==> config.mk <==
export PLATFORM = sky130hd
export DESIGN_NAME = sbc_standby_clock_ctrl
export DESIGN_NICKNAME = d
export VERILOG_FILES = /design/src/sbc_pkg.sv /design/src/sbc_divider.sv /design/src/sbc_settle_timer.sv /design/src/sbc_standby_clock_ctrl.sv
export SDC_FILE = /design/constraint.sdc
export NUM_CORES = 1
export LEC_CHECK = 0
export BUFFER_PORTS_ARGS = -buffer_cell sky130_fd_sc_hd__buf_4
export CELL_PAD_IN_SITES_DETAIL_PLACEMENT = 0
export CELL_PAD_IN_SITES_GLOBAL_PLACEMENT = 2
export CORE_MARGIN = 5
export CORE_UTILIZATION = 36
export DETAILED_ROUTE_END_ITERATION = 10
export PLACE_DENSITY_LB_ADDON = 0.3
export SKIP_LAST_GASP = 1
export SLEW_MARGIN = 25
export SYNTH_ARGS = -nofsm -noshare
export SYNTH_HDL_FRONTEND = slang
export SYNTH_SLANG_ARGS = --single-unit
==> constraint.sdc <==
create_clock -name sys_clk -period 2.7 [get_ports sys_clk]
set_input_delay 0.27 -clock sys_clk [delete_from_list [all_inputs] [get_ports sys_clk]]
set_output_delay 0.27 -clock sys_clk [all_outputs]
set_load 0.005 [all_outputs]
==> src/sbc_pkg.sv <==
// Purpose: shared constants for the standby and bus clock control block
// Assumes: 8-bit control register reached over a plain strobe port
// Notes:   field positions, reset values and settle counts live here
package sbc_pkg;
  // ==========================================================
  // register map
  localparam logic [3:0] ADDR_STANDBY_CONTROL = 4'h0;
  localparam logic [3:0] ADDR_STATUS          = 4'h1;
  localparam logic [7:0] STANDBY_CONTROL_RST  = 8'h00;
  // ==========================================================
  // field positions
  localparam int STANDBY_SELECT_BIT   = 7;
  localparam int SETTLE_HI            = 6;
  localparam int SETTLE_LO            = 4;
  localparam int TRANSFER_FAST_BIT    = 3;
  localparam int DIV_HI               = 2;
  localparam int DIV_LO               = 0;
  // ==========================================================
  // settle wait: 8192 states for code 000, doubling per code
  localparam int unsigned SETTLE_BASE_STATES = 8192;
  localparam int          SETTLE_CNT_W       = 19;
  localparam logic [2:0]  SETTLE_CODE_MAX    = 3'h5;
  // ==========================================================
  // divider codes
  localparam logic [2:0] DIV_CODE_FULL = 3'h0;
  localparam logic [2:0] DIV_CODE_MAX  = 3'h5;
  localparam int         DIV_CNT_W     = 5;
  // ==========================================================
  // power state
  typedef enum logic [1:0] {
    SBC_RUN,
    SBC_SLEEP,
    SBC_STANDBY,
    SBC_SETTLE
  } sbc_state_e;
endpackage

==> src/sbc_divider.sv <==
// Purpose: medium-speed clock enable generator for the bus masters
// Assumes: free-running counter on the system clock
// Notes:   produces a one-cycle enable every 2**code cycles for codes up to 5; codes 6 and 7 give every 32 cycles
`timescale 1ns/1ps
module sbc_divider #(
  parameter int CNT_W = sbc_pkg::DIV_CNT_W
) (
  input  wire logic       sys_clk,  // system clock
  input  wire logic       rst_b,    // async reset, active low
  input  wire logic [2:0] code,     // divide select
  output logic            tick      // divided clock enable
);
  logic [CNT_W-1:0] cnt;
  logic [CNT_W-1:0] next_cnt;
  logic [CNT_W-1:0] mask;
  logic             next_tick;

  always_comb begin
    mask      = CNT_W'((1 << code) - 1);
    next_cnt  = cnt + CNT_W'(1);
    next_tick = (code == sbc_pkg::DIV_CODE_FULL) || ((cnt & mask) == mask);
  end

  always_ff @(posedge sys_clk or negedge rst_b) begin
    if (!rst_b) begin
      cnt  <= '0;
      tick <= 1'b1;
    end else begin
      cnt  <= next_cnt;
      tick <= next_tick;
    end
  end
endmodule // sbc_divider

==> src/sbc_settle_timer.sv <==
// Purpose: oscillation settling counter used when leaving software standby
// Assumes: start is a one-cycle pulse when oscillation restarts
// Notes:   done is a one-cycle pulse after the selected state count
`timescale 1ns/1ps
module sbc_settle_timer #(
  parameter int CNT_W = sbc_pkg::SETTLE_CNT_W
) (
  input  wire logic       sys_clk,  // system clock
  input  wire logic       rst_b,    // async reset, active low
  input  wire logic       start,    // oscillation restart pulse
  input  wire logic [2:0] code,     // settle wait select
  output logic            busy,     // counting
  output logic            done      // settle complete pulse
);
  logic [CNT_W-1:0] cnt;
  logic [CNT_W-1:0] next_cnt;
  logic [CNT_W-1:0] target;
  logic             next_busy;
  logic             next_done;

  always_comb begin
    target    = CNT_W'(sbc_pkg::SETTLE_BASE_STATES << code) - CNT_W'(1);
    next_cnt  = cnt;
    next_busy = busy;
    next_done = 1'b0;
    if (start) begin
      next_cnt  = '0;
      next_busy = 1'b1;
    end else if (busy) begin
      if (cnt == target) begin
        next_busy = 1'b0;
        next_done = 1'b1;
      end else begin
        next_cnt = cnt + CNT_W'(1);
      end
    end
  end

  always_ff @(posedge sys_clk or negedge rst_b) begin
    if (!rst_b) begin
      cnt  <= '0;
      busy <= 1'b0;
      done <= 1'b0;
    end else begin
      cnt  <= next_cnt;
      busy <= next_busy;
      done <= next_done;
    end
  end
endmodule // sbc_settle_timer

==> src/sbc_standby_clock_ctrl.sv <==
// Purpose: standby control register, power state and bus-master clock select
// Assumes: sleep_exec, wake_irq, osc_restart are one-cycle pulses from the core
// Notes:   prohibited codes are left to software; hardware clamps them safely
// Summary of operation
// sleep instruction enters sleep if standby_select is 0, software standby if 1.
// interrupts leaving power-down never change standby_select.
// settle wait 8192 states for 000, doubling up to 262144 for 101.
// software picks a settle wait of at least 8 ms with a crystal.
// software picks a settle wait of at least 500 us with external clock.
// medium speed: fast bit 0 all masters slow, 1 transfer master full clock.
// a transfer request switches the transfer clock per the fast bit.
// divide code 000 is full system clock; 100 is one sixteenth.
// software never writes divide codes 110 or 111.
// divide codes 001, 010, 011, 101 give divide by 2, 4, 8, 32.
// register access only while flash register window enable is 0.
// settle counter on system clock releases CPU after selected count.
//
// Design decisions made here: the register addresses and strobed register access.
`timescale 1ns/1ps
module sbc_standby_clock_ctrl (
  input  wire logic       sys_clk,             // system clock, 250 MHz
  input  wire logic       rst_b,               // async reset, active low
  input  wire logic [3:0] reg_addr,            // register address
  input  wire logic [7:0] reg_wdata,           // write data
  input  wire logic       reg_wr,              // write strobe
  input  wire logic       reg_rd,              // read strobe
  output logic      [7:0] reg_rdata,           // read data, cycle after strobe
  input  wire logic       flash_window_enable, // flash register window enable
  input  wire logic       sleep_exec,          // sleep instruction pulse
  input  wire logic       wake_irq,            // wake-up interrupt pulse
  input  wire logic       osc_restart,         // oscillator restarted pulse
  input  wire logic       transfer_req,        // transfer controller active
  output logic            sleep_mode,          // in sleep mode
  output logic            standby_mode,        // oscillator stopped
  output logic            settling,            // settle wait running
  output logic            cpu_release,         // cpu and peripherals may run
  output logic            cpu_clk_en,          // cpu clock enable
  output logic            transfer_clk_en      // transfer controller clock enable
);
  sbc_pkg::sbc_state_e state;
  sbc_pkg::sbc_state_e next_state;
  logic [7:0]          standby_control;
  logic [7:0]          next_standby_control;
  logic [7:0]          next_rdata;
  logic                access_ok;
  logic                standby_select;
  logic [2:0]          settle_wait_select;
  logic                transfer_master_fast_clock;
  logic [2:0]          bus_clock_divide_select;
  logic [2:0]          div_code;
  logic [2:0]          settle_code;
  logic                slow_tick;
  logic                settle_busy;
  logic                settle_done;
  logic                settle_start;

  // ==========================================================
  // register file
  assign standby_select             = standby_control[sbc_pkg::STANDBY_SELECT_BIT];
  assign settle_wait_select         = standby_control[sbc_pkg::SETTLE_HI:sbc_pkg::SETTLE_LO];
  assign transfer_master_fast_clock = standby_control[sbc_pkg::TRANSFER_FAST_BIT];
  assign bus_clock_divide_select    = standby_control[sbc_pkg::DIV_HI:sbc_pkg::DIV_LO];
  assign access_ok                  = !flash_window_enable;

  always_comb begin
    next_standby_control = standby_control;
    next_rdata           = 8'h00;
    if (reg_wr && access_ok && reg_addr == sbc_pkg::ADDR_STANDBY_CONTROL) begin
      next_standby_control = reg_wdata;
    end
    if (reg_rd && access_ok) begin
      if (reg_addr == sbc_pkg::ADDR_STANDBY_CONTROL) begin
        next_rdata = standby_control;
      end else if (reg_addr == sbc_pkg::ADDR_STATUS) begin
        next_rdata = {4'h0, cpu_release, settling, standby_mode, sleep_mode};
      end else begin
        next_rdata = 8'h00;
      end
    end
  end

  always_ff @(posedge sys_clk or negedge rst_b) begin
    if (!rst_b) begin
      standby_control <= sbc_pkg::STANDBY_CONTROL_RST;
      reg_rdata       <= 8'h00;
    end else begin
      standby_control <= next_standby_control;
      reg_rdata       <= next_rdata;
    end
  end

  // ==========================================================
  // power state
  always_comb begin
    next_state   = state;
    settle_start = 1'b0;
    case (state)
      sbc_pkg::SBC_RUN: begin
        if (sleep_exec) begin
          next_state = standby_select ? sbc_pkg::SBC_STANDBY : sbc_pkg::SBC_SLEEP;
        end
      end
      sbc_pkg::SBC_SLEEP: begin
        if (wake_irq) begin
          next_state = sbc_pkg::SBC_RUN;
        end
      end
      sbc_pkg::SBC_STANDBY: begin
        if (osc_restart) begin
          next_state   = sbc_pkg::SBC_SETTLE;
          settle_start = 1'b1;
        end
      end
      sbc_pkg::SBC_SETTLE: begin
        if (settle_done) begin
          next_state = sbc_pkg::SBC_RUN;
        end
      end
      default: next_state = sbc_pkg::SBC_RUN;
    endcase
  end

  always_ff @(posedge sys_clk or negedge rst_b) begin
    if (!rst_b) begin
      state <= sbc_pkg::SBC_RUN;
    end else begin
      state <= next_state;
    end
  end

  assign sleep_mode   = (state == sbc_pkg::SBC_SLEEP);
  assign standby_mode = (state == sbc_pkg::SBC_STANDBY);
  assign settling     = (state == sbc_pkg::SBC_SETTLE);
  assign cpu_release  = (state == sbc_pkg::SBC_RUN);

  // ==========================================================
  // settle timer; prohibited codes 11x clamp to the longest wait
  assign settle_code = (settle_wait_select > sbc_pkg::SETTLE_CODE_MAX) ?
                       sbc_pkg::SETTLE_CODE_MAX : settle_wait_select;

  sbc_settle_timer sbc_settle_timer_inst (
    .sys_clk (sys_clk),
    .rst_b   (rst_b),
    .start   (settle_start),
    .code    (settle_code),
    .busy    (settle_busy),
    .done    (settle_done)
  );

  // ==========================================================
  // bus master clock; code n divides by 2**n, 11x held at the slowest
  assign div_code = (bus_clock_divide_select > sbc_pkg::DIV_CODE_MAX) ?
                    sbc_pkg::DIV_CODE_MAX : bus_clock_divide_select; // see R8

  sbc_divider sbc_divider_inst (
    .sys_clk (sys_clk),
    .rst_b   (rst_b),
    .code    (div_code),
    .tick    (slow_tick)
  );

  // transfer master gets the full clock while requesting with the fast bit set, and at divide code 000 always
  assign cpu_clk_en      = cpu_release && slow_tick;
  assign transfer_clk_en = (transfer_req && transfer_master_fast_clock) ? 1'b1 : slow_tick; // see R6

  // ==========================================================
  // checks
  // length of the current settle wait, kept only for the checks below
  logic [sbc_pkg::SETTLE_CNT_W-1:0] settle_len;
  logic [sbc_pkg::SETTLE_CNT_W-1:0] next_settle_len;

  always_comb begin
    next_settle_len = settling ? (settle_len + sbc_pkg::SETTLE_CNT_W'(1)) : '0;
  end

  always_ff @(posedge sys_clk or negedge rst_b) begin
    if (!rst_b) begin
      settle_len <= '0;
    end else begin
      settle_len <= next_settle_len;
    end
  end
endmodule // sbc_standby_clock_ctrl

Yosys cells after proc, flatten, opt, wreduce, memory -nomap -nowiden
Cells that the tools add are included.
Storage, ports and cells
  register bits: 45
  input bits: 21
  output and inout bits: 14
  logic and storage cells: 64
Operators by class
  add/subtract/negate cells: 4
  $lt $le $gt $ge: 2
  equal/unequal tests: 11
  shifts and indexed selects: 2
  mux-type cells: 23
  bitwise logic cells: 1
  reductions and logical operators: 13
Operators by type and width (count)
  $mux 19: 3
  $add 19x1->19 const B: 1
  $eq 19x19->1: 1
  $shl 14x3->19 const A: 1
  $sub 19x1->19 const B: 1
  $mux 8: 2
  $mux 2: 5
  $mux 1: 9
  $pmux 2 s4: 1
  $gt 3x3->1 const B: 2
  $mux 3: 2
  $ne 2x2->1 const B: 3
  $add 5x1->5 const B: 1
  $and 5x5->5: 1
  $eq 5x5->1: 1
  $logic_and 1x1->1: 5
  $shl 1x3->5 const A: 1
  $sub 5x2->5 const B: 1
  $eq 2x2->1 const B: 2
  $eq 4x1->1 const B: 1
  $logic_not 4->1: 1
  $mux 4: 1
  $ne 2x1->1 const B: 2
  $reduce_and 4->1: 1
  other kinds (7): 7

Depth between registers and ports, before layout
Gate-level depths: netlist (run 1).
  depth in word-level cells: 8
  mapped depth: 9
  mapped depth without buffers: 8

Modules after synthesis
A second synthesis (run 1) with hierarchy kept.
Unflattened totals
  cell total of the unflattened synthesis: 236
  area total of the unflattened synthesis: 2439.8 um^2
By module, submodules not included
  sbc_settle_timer: times used 1, cells each 144, area an instance 1332.5 um^2, sequential area each 525.5 um^2
  sbc_standby_clock_ctrl: times used 1, cells each 64, area an instance 795.8 um^2, sequential area each 450.4 um^2
  sbc_divider: times used 1, cells each 28, area an instance 311.5 um^2, sequential area each 151.4 um^2

Least setup slack after synthesis (run 1)
No wires, ideal clock.
  path kind: register to register
  from: register standby_control[6]
  to: register sbc_settle_timer_inst.cnt[14]
  library setup time: 0.078 ns
  arrival time: 2.204 ns
  data required time: 2.622 ns
  slack: 0.418 ns
  cell stages (with the launch flop): 9
  path buffers: 1
  period minus slack after synthesis: 2.282 ns
  cell sequence: dfrtp_1 > or3_4 > ha_1 > xnor2_1 > o221ai_2 > and4_1 > buf_6 > or3_1 > a21oi_1
On the way
  word-level cells in the longest chain between the ends: 7
RTL lines
  from (decl): RTL line sbc_standby_clock_ctrl.sv:42  | logic [7:0] standby_control;
  from (signal assigned): RTL line sbc_standby_clock_ctrl.sv:84  | standby_control <= sbc_pkg::STANDBY_CONTROL_RST;
  from (signal assigned): RTL line sbc_standby_clock_ctrl.sv:87  | standby_control <= next_standby_control;
  $gt 3x3->1: RTL line sbc_standby_clock_ctrl.sv:138  | assign settle_code = (settle_wait_select > sbc_pkg::SETTLE_CODE_MAX) ?
  $mux 3 (*): RTL line sbc_standby_clock_ctrl.sv:138
  $shl 14x3->19 (*): RTL line sbc_settle_timer.sv:22  | target = CNT_W'(sbc_pkg::SETTLE_BASE_STATES << code) - CNT_W'(1);
  $sub 19x1->19 (*): RTL line sbc_settle_timer.sv:22
  $eq 19x19->1 (*): RTL line sbc_settle_timer.sv:30  | if (cnt == target) begin
  $ne 2x1->1 (no source line) (*)
  $reduce_and 2->1 (no source line) (*)
  to (signal assigned): RTL line sbc_settle_timer.sv:45  | cnt <= next_cnt;
  to (decl): RTL line sbc_settle_timer.sv:15  | logic [CNT_W-1:0] cnt;
Mark *: on every way between the ends. The rest lies on a longest branch, timed or not.
A chain may end at the register's enable or synchronous reset.

Final worst setup path (run 1)
  from: register standby_control[5]
  to: register sbc_settle_timer_inst.cnt[14]
The elaborated chain is that of the path after synthesis.

==> results of run 1 <==
-- flip-flops by register name (all words and copies together) (netlist names) --
| name | count |
|---|---|
| sbc_settle_timer_inst.cnt | 19 |
| reg_rdata | 8 |
| standby_control | 8 |
| sbc_divider_inst.cnt | 5 |
| state | 2 |
| sbc_divider_inst.tick | 1 |
| sbc_settle_timer_inst.busy | 1 |
| sbc_settle_timer_inst.done | 1 |
-- metrics by stage --
step	power [W]	cells	worst slack [ps]
finish	0.001990	354	230.9
detailed placement	0.001602	345	236.1
global route	0.002149	354	70.43
floorplan	0.001385	237	417.9
CTS	0.002026	354	222.7
global placement	0.001596	345	330.4
-- worst max-delay path: stages, from the launching register on --
cell and delay [ps]:
dfrtp_1 440, or3_4 400, ha_1 220, xnor2_1 220
o221ai_2 170, and4_1 250, buf_4 200, or3_1 360
a21oi_1 140
-- final timing paths --
check	cells after the start	to	slack [ps]	startpoint
min in group asynchronous	2	standby_control[7]$_DFFE_PN0P_	510	rst_b
max in group asynchronous	2	sbc_settle_timer_inst.cnt[2]$_DFFE_PN0P_	1780	rst_b
worst max-delay path	8	sbc_settle_timer_inst.cnt[14]$_DFFE_PN0P_	230	standby_control[5]$_DFFE_PN0P_
worst min register to register	1	sbc_divider_inst.cnt[0]$_DFF_PN0_	470	sbc_divider_inst.cnt[0]$_DFF_PN0_
worst max register to register	8	sbc_settle_timer_inst.cnt[14]$_DFFE_PN0P_	230	standby_control[5]$_DFFE_PN0P_
worst min-delay path	2	reg_rdata[2]$_DFF_PN0_	180	reg_addr[0]
-- layout make-up --
| type | instances | area (sq um) |
|---|---|---|
| clock inverters | 2 | 10.01 |
| well taps | 77 | 96.34 |
| fillers | 648 | 3561 |
| flip-flops and latches | 45 | 1127 |
| inverters | 6 | 22.52 |
| multi-input cells | 178 | 1194 |
| repair buffers | 40 | 302.8 |
| clock buffers | 6 | 72.57 |
-- timing repair --
item                                    4_1_cts  5_1_grt
endpoints found under the setup margin        0        0
hold buffers                                  1        0
endpoints found under the hold margin        43        0
-- where the power goes --
group	total (W)	internal [W]	switching, W
sequential	0.000970	0.000799	0.000171
clock	0.000408	0.000180	0.000228
combinational	0.000613	0.000305	0.000308
total	0.00199	0.00128	0.000706
-- cell usage in the layout (no fill, tap or decap), types with 2 or more instances in the layout --
cell / synthesis / layout
nand3_1: 10 / 10
a2111o_1: 3 / 3
mux2i_1: 7 / 7
nand4_1: 6 / 6
a21oi_1: 18 / 18
a32o_1: 2 / 2
nor3_1: 4 / 4
and2_1: 7 / 7
a21o_1: 3 / 3
nor2b_1: 3 / 3
ha_1: 4 / 4
xnor2_1: 4 / 4
a211oi_1: 2 / 2
dfrtp_1: 44 / 44
nand2b_1: 8 / 8
mux2_2: 7 / 7
buf_4: 1 / 39
nor2_1: 17 / 17
o21ai_0: 13 / 13
inv_1: 6 / 6
a31oi_1: 2 / 2
nand3b_1: 2 / 2
clkbuf_8: 0 / 5
nor3_4: 2 / 2
o21ai_1: 3 / 3
clkinv_2: 0 / 2
and3_1: 7 / 7
nand2_1: 18 / 18
or3_1: 2 / 2
nand4b_1: 2 / 2
and4_1: 6 / 6
xor2_1: 3 / 3
-- cells by family (layout without fill, tap and decap cells) --
logic type,count (synthesis),count (layout),synth area share
simple gates,99,99,0.2406
fa+ha+maj,4,4,0.02097
flops,45,45,0.4722
xor+xnor,7,7,0.02568
buf+inv,14,54,0.02778
mux,15,15,0.06709
compound gates,53,53,0.1457
-- per-layer routing --
metal	share of wire	up-vias	track usage	wire [um]
met3	0.058	6	0.03388	312
met4	0.0095	0	0.04768	51
met5	0	-	0	0
met1	0.47	945	0.1739	2553
met2	0.46	33	0.2142	2462
li1	-	940	-	-
==> results.md, run 1 <==
- Top FF cell, synth: dfrtp_1
- Initial Utilization: 0.3738
- First-pass GRT wire length: 9.142 mm
- Largest net degree at the start of global routing: 46
- Net Count, Synth: 262
- CTS sink cnt: 45
- CTS Buf Count: 5
- Sequential area share after synthesis: 0.4722
- Area Growth Syn to Fin: 18.34%
- Post-CTS Setup Inserts: 0
- Max-slew violation count: 0
- Slew @ Worst Pin: 590.3 ps
- Total Nets Final: 301
- Crit path DAT: 2690 ps
- Die X: 91.44 um
- RSZ-0062 raised after global routing: false
- Synth unique cells: 47
- Antenna cell count: 0
- CTS Buffer Depth: 2
- Post-route ant nets: 0
- PostCTS Resize Cnt: 0
- Post-Syn Instances: 237
- Worst-skew pair later-pin latency: 290 ps
- Critical path class: reg -> reg
- Core area: 6386 sq um
- Via count: 1,924
- Post-synth top area cell: dfrtp_1
- Worst path required time: 2920 ps
- Startpoint types: flip-flop
- Post-synth EDFFs: 0
- Pre-antenna DRT Iters: 4
- CTS root buf: clkbuf_8
- Iteration-0 DRC Markers: 74
- Design area: 2825 sq um
- Vias per cell: 5.435
- Critical Path Fanout Max: 19
- Fin Clk Skew: 5.130 ps
- Io pins: 35
- Setup total negative slack: 0 ps
- PwrDens: 704.5 nW/um^2
- Fin crit share: 0.9145
- WHS: 184.9 ps
- DIE AREA: 8360 sq um
- Gr usage total: 0.1335
- Cell Area, Synth: 2387 sq um
- Share of the synthesized area in the top cell type: 0.4612
- FF+latch count, synth: 45
- Hold Path Class: in -> reg
- Dominant cell by count in the synthesized netlist: dfrtp_1
- Final Hold Fails: 0
- Setup violations, final: 0
- Post-DP HPWL: 3.820 mm
- Clock-pin slew on the worst setup and hold paths: 80 ps
- GR Overflow Total: 0
- Synth top cells by count: 44 x dfrtp_1, 18 x a21oi_1, 18 x nand2_1, 17 x nor2_1, 13 x o21ai_0
- Post-Place Cell Area: 2733 sq um
- Drt total wl: 5.379 mm
- Fmax: 0.4050 GHz
- FP Rows: 29
- CP Capture Type: flip-flop
- Number of global-route vias before repair: 1,909
- Drt drc: 0
- Layout cells sized above 1: 0.2202
- Relative slew slack: 0.6065
- CTS tree: built
- Leak: 1.331 nW
- Status: complete, no violations
- Total of max-cap violations: 0
- GPL Wtd Cong: 0.7540
- Synth warnings: 0
- Finished Core Util: 0.4424
- Final min period: 2469 ps
- DR WL/cell: 15.19 um
- Asr flop ratio synth: 1.000
- Max VDD drop: 376.6 uV
- Max H-tree Level: 2
- Initial antenna violation count: 0
- Synth top area cells: dfrtp_1 46%, a21oi_1 3.8%, mux2_2 3.3%
- Die Y: 91.44 um
- Port-buffer cells: 34
- Average size of a mapped cell: 10.07 sq um
(Power assumes the default switching activity.)
==> run 2, diff against run 1 <==
--- a/config.mk
+++ b/config.mk
@@ -9,7 +9,7 @@
 export CELL_PAD_IN_SITES_DETAIL_PLACEMENT = 0
 export CELL_PAD_IN_SITES_GLOBAL_PLACEMENT = 2
 export CORE_MARGIN = 5
-export CORE_UTILIZATION = 36
+export CORE_UTILIZATION = 39
 export DETAILED_ROUTE_END_ITERATION = 10
 export PLACE_DENSITY_LB_ADDON = 0.3
 export SKIP_LAST_GASP = 1
==> constraint.sdc (replaced) <==
create_clock -name sys_clk -period 3.1 [get_ports sys_clk]
set_input_delay 0.31 -clock sys_clk [delete_from_list [all_inputs] [get_ports sys_clk]]
set_output_delay 0.31 -clock sys_clk [all_outputs]
set_load 0.005 [all_outputs]
==> results.md, run 2 (same netlist as run 1, synthesis figures left out) <==
- Status: complete, no violations
- Drt drc: 0
- Finished Core Util: 0.4818
- Sw Ratio: 0.3299
- Crit path DAT: 2810 ps
- Fmax: 0.3841 GHz
- Biggest regs: sbc_settle_timer_inst.cnt (19), reg_rdata (8), standby_control (8)
- Gr usage total: 0.1536
- Setup violations, final: 0
- Design area: 2853 sq um
- DR WL/cell: 15.56 um
- Total of max-cap violations: 0
- Largest stage delay on the critical path: 460 ps
- Post-DP HPWL: 3.825 mm
- Area Growth Syn to Fin: 19.50%
- Drt total wl: 5.431 mm
- Via count: 1,899
- Clk network pwr share: 0.282
- Largest net degree at the start of global routing: 46
- Relative slew slack: 0.5589
- Clock-pin slew on the worst setup and hold paths: 90 ps
- Crit-path slowest cell: dfrtp_1
- Comb power frac: 0.274
- Io pins: 35
- Die Y: 88.24 um
- PostCTS Resize Cnt: 0
- Slew @ Worst Pin: 659.6 ps
- GR Overflow Total: 0
- Max VDD drop: 328.8 uV
- Pre-CTS setup slack: 503.0 ps
- Worst-skew pair later-pin latency: 300 ps
- CTS Buf Count: 5
- Startpoint types: flip-flop
- Switching Power: 0.0006312 W
- First-pass GRT wire length: 9.390 mm
- Internal Power: 0.001282 W
- CTS sink cnt: 45
- FP Rows: 28
- Number of global-route vias before repair: 1,956
- Critical path class: reg -> reg
- Die X: 88.24 um
- Setup total negative slack: 0 ps
- Tot Pwr: 0.001913 W
- DIE AREA: 7786 sq um
- Reg2reg end: sbc_settle_timer_inst.cnt[8]$_DFFE_PN0P_
- Largest register FFs: 19
- Commonest non-fill, non-tap cell in the layout: dfrtp_1
- Layout cells sized above 1: 0.2190
- CP Capture Type: flip-flop
- Initial Utilization: 0.4032
- Max H-tree Level: 2
- Setup WS post-layout: 496.7 ps
- Pre-antenna DRT Iters: 4
- Fin crit share: 0.8398
- Total Nets Final: 298
- Iteration-0 DRC Markers: 83
- CTS Buffer Depth: 2
- Cts-stage hold buffer count: 0
- Most frequent cells in the layout: 44 x dfrtp_1, 37 x buf_4, 18 x nand2_1, 18 x a21oi_1, 17 x nor2_1
- Filler cells: 569
- Worst Setup SP: standby_control[6]$_DFFE_PN0P_
- Post-Place Cell Area: 2715 sq um
- Vias per cell: 5.441
- Fin Clk Skew: 3.629 ps
- Antenna cell count: 0
- Hold Path Class: in -> async
- Reg2reg start: standby_control[6]$_DFFE_PN0P_
- Leak: 1.340 nW
- Post-route ant nets: 0
- Critical Path Fanout Max: 13
- Final Hold Fails: 0
- FF-to-FF setup slack: 500 ps
- Capture point of the worst path: sbc_settle_timer_inst.cnt[8]$_DFFE_PN0P_
- GPL Wtd Cong: 0.7239
- Largest register by flop count: sbc_settle_timer_inst.cnt
- PwrDens: 670.6 nW/um^2
- CTS root buf: clkbuf_8
- Cell Chain, Critical Path: or3_4 > ha_1 > xnor2_1 > nor4_2 > and4_1 > buf_4 > nand2_1 > a211oi_1
- Post-CTS Setup Inserts: 0
- Port-buffer cells: 34
- Reg power frac: 0.444
- Max-slew violation count: 0
- Final min period: 2603 ps
- Initial antenna violation count: 0
- CTS tree: built
- Worst path required time: 3310 ps
- Core area: 5921 sq um
- Reg2Reg Depth: 8
- RSZ-0062 raised after global routing: false
-- run 2: worst min path at each step --
stage               startpoint                           endpoint  slack, ps  depth (start not counted)
global route             rst_b  sbc_divider_inst.cnt[3]$_DFF_PN0_         40                          1
detailed placement       rst_b  sbc_divider_inst.cnt[3]$_DFF_PN0_        350                          1
CTS                      rst_b  sbc_divider_inst.cnt[3]$_DFF_PN0_         20                          1
finish                   rst_b     standby_control[2]$_DFFE_PN0P_          6                          1
floorplan                rst_b             reg_rdata[0]$_DFF_PN0_         10                          0
global placement         rst_b  sbc_divider_inst.cnt[3]$_DFF_PN0_        350                          1
-- run 2: per-stage QoR --
step	hold WS, ps	instances
floorplan	14.41	237
finish	6.412	349
global route	37.58	349
global placement	354.6	341
CTS	18.34	349
detailed placement	352.2	341
-- run 2: power by group through the flow --
| stage | logic, W | clock network, W | registers (W) |
|---|---|---|---|
| 3_5_place_dp | 0.000530 | 0 | 0.000857 |
| 5_1_grt | 0.000600 | 0.000584 | 0.000876 |
| 6_report | 0.000523 | 0.000540 | 0.000850 |
| 4_1_cts | 0.000532 | 0.000553 | 0.000846 |
| 3_3_place_gp | 0.000523 | 0 | 0.000858 |
| 2_1_floorplan | 0.000408 | 0 | 0.000799 |
-- run 2: area by class of cell --
cell class                 count  area (sq um)  area share
tap                           75         93.84     0.03289
sequential                    45          1127      0.3952
clock inverter                 3         68.82     0.02412
multi-input combinational    178          1194      0.4184
timing repair buffer          37         277.8     0.09737
clock buffer                   5         68.82     0.02412
inverter                       6         22.52    0.007895
-- run 2: critical path: cells and delay by family (launching register included) --
| family | cells | cell delay [ps] |
|---|---|---|
| AO/OA/AOI/OAI | 1 | 220 |
| XOR/XNOR | 1 | 130 |
| adder cells (fa/ha/maj) | 1 | 310 |
| buffers and inverters | 1 | 260 |
| flip-flops | 1 | 460 |
| AND/OR/NAND/NOR | 4 | 1130 |
-- run 2: metal layers --
metal	vias to the layer above	part of all wire	GRT usage
met5	-	0	0
met4	0	0.013	0.04945
met3	6	0.062	0.03538
met2	42	0.47	0.2563
met1	919	0.45	0.1979
li1	932	-	-
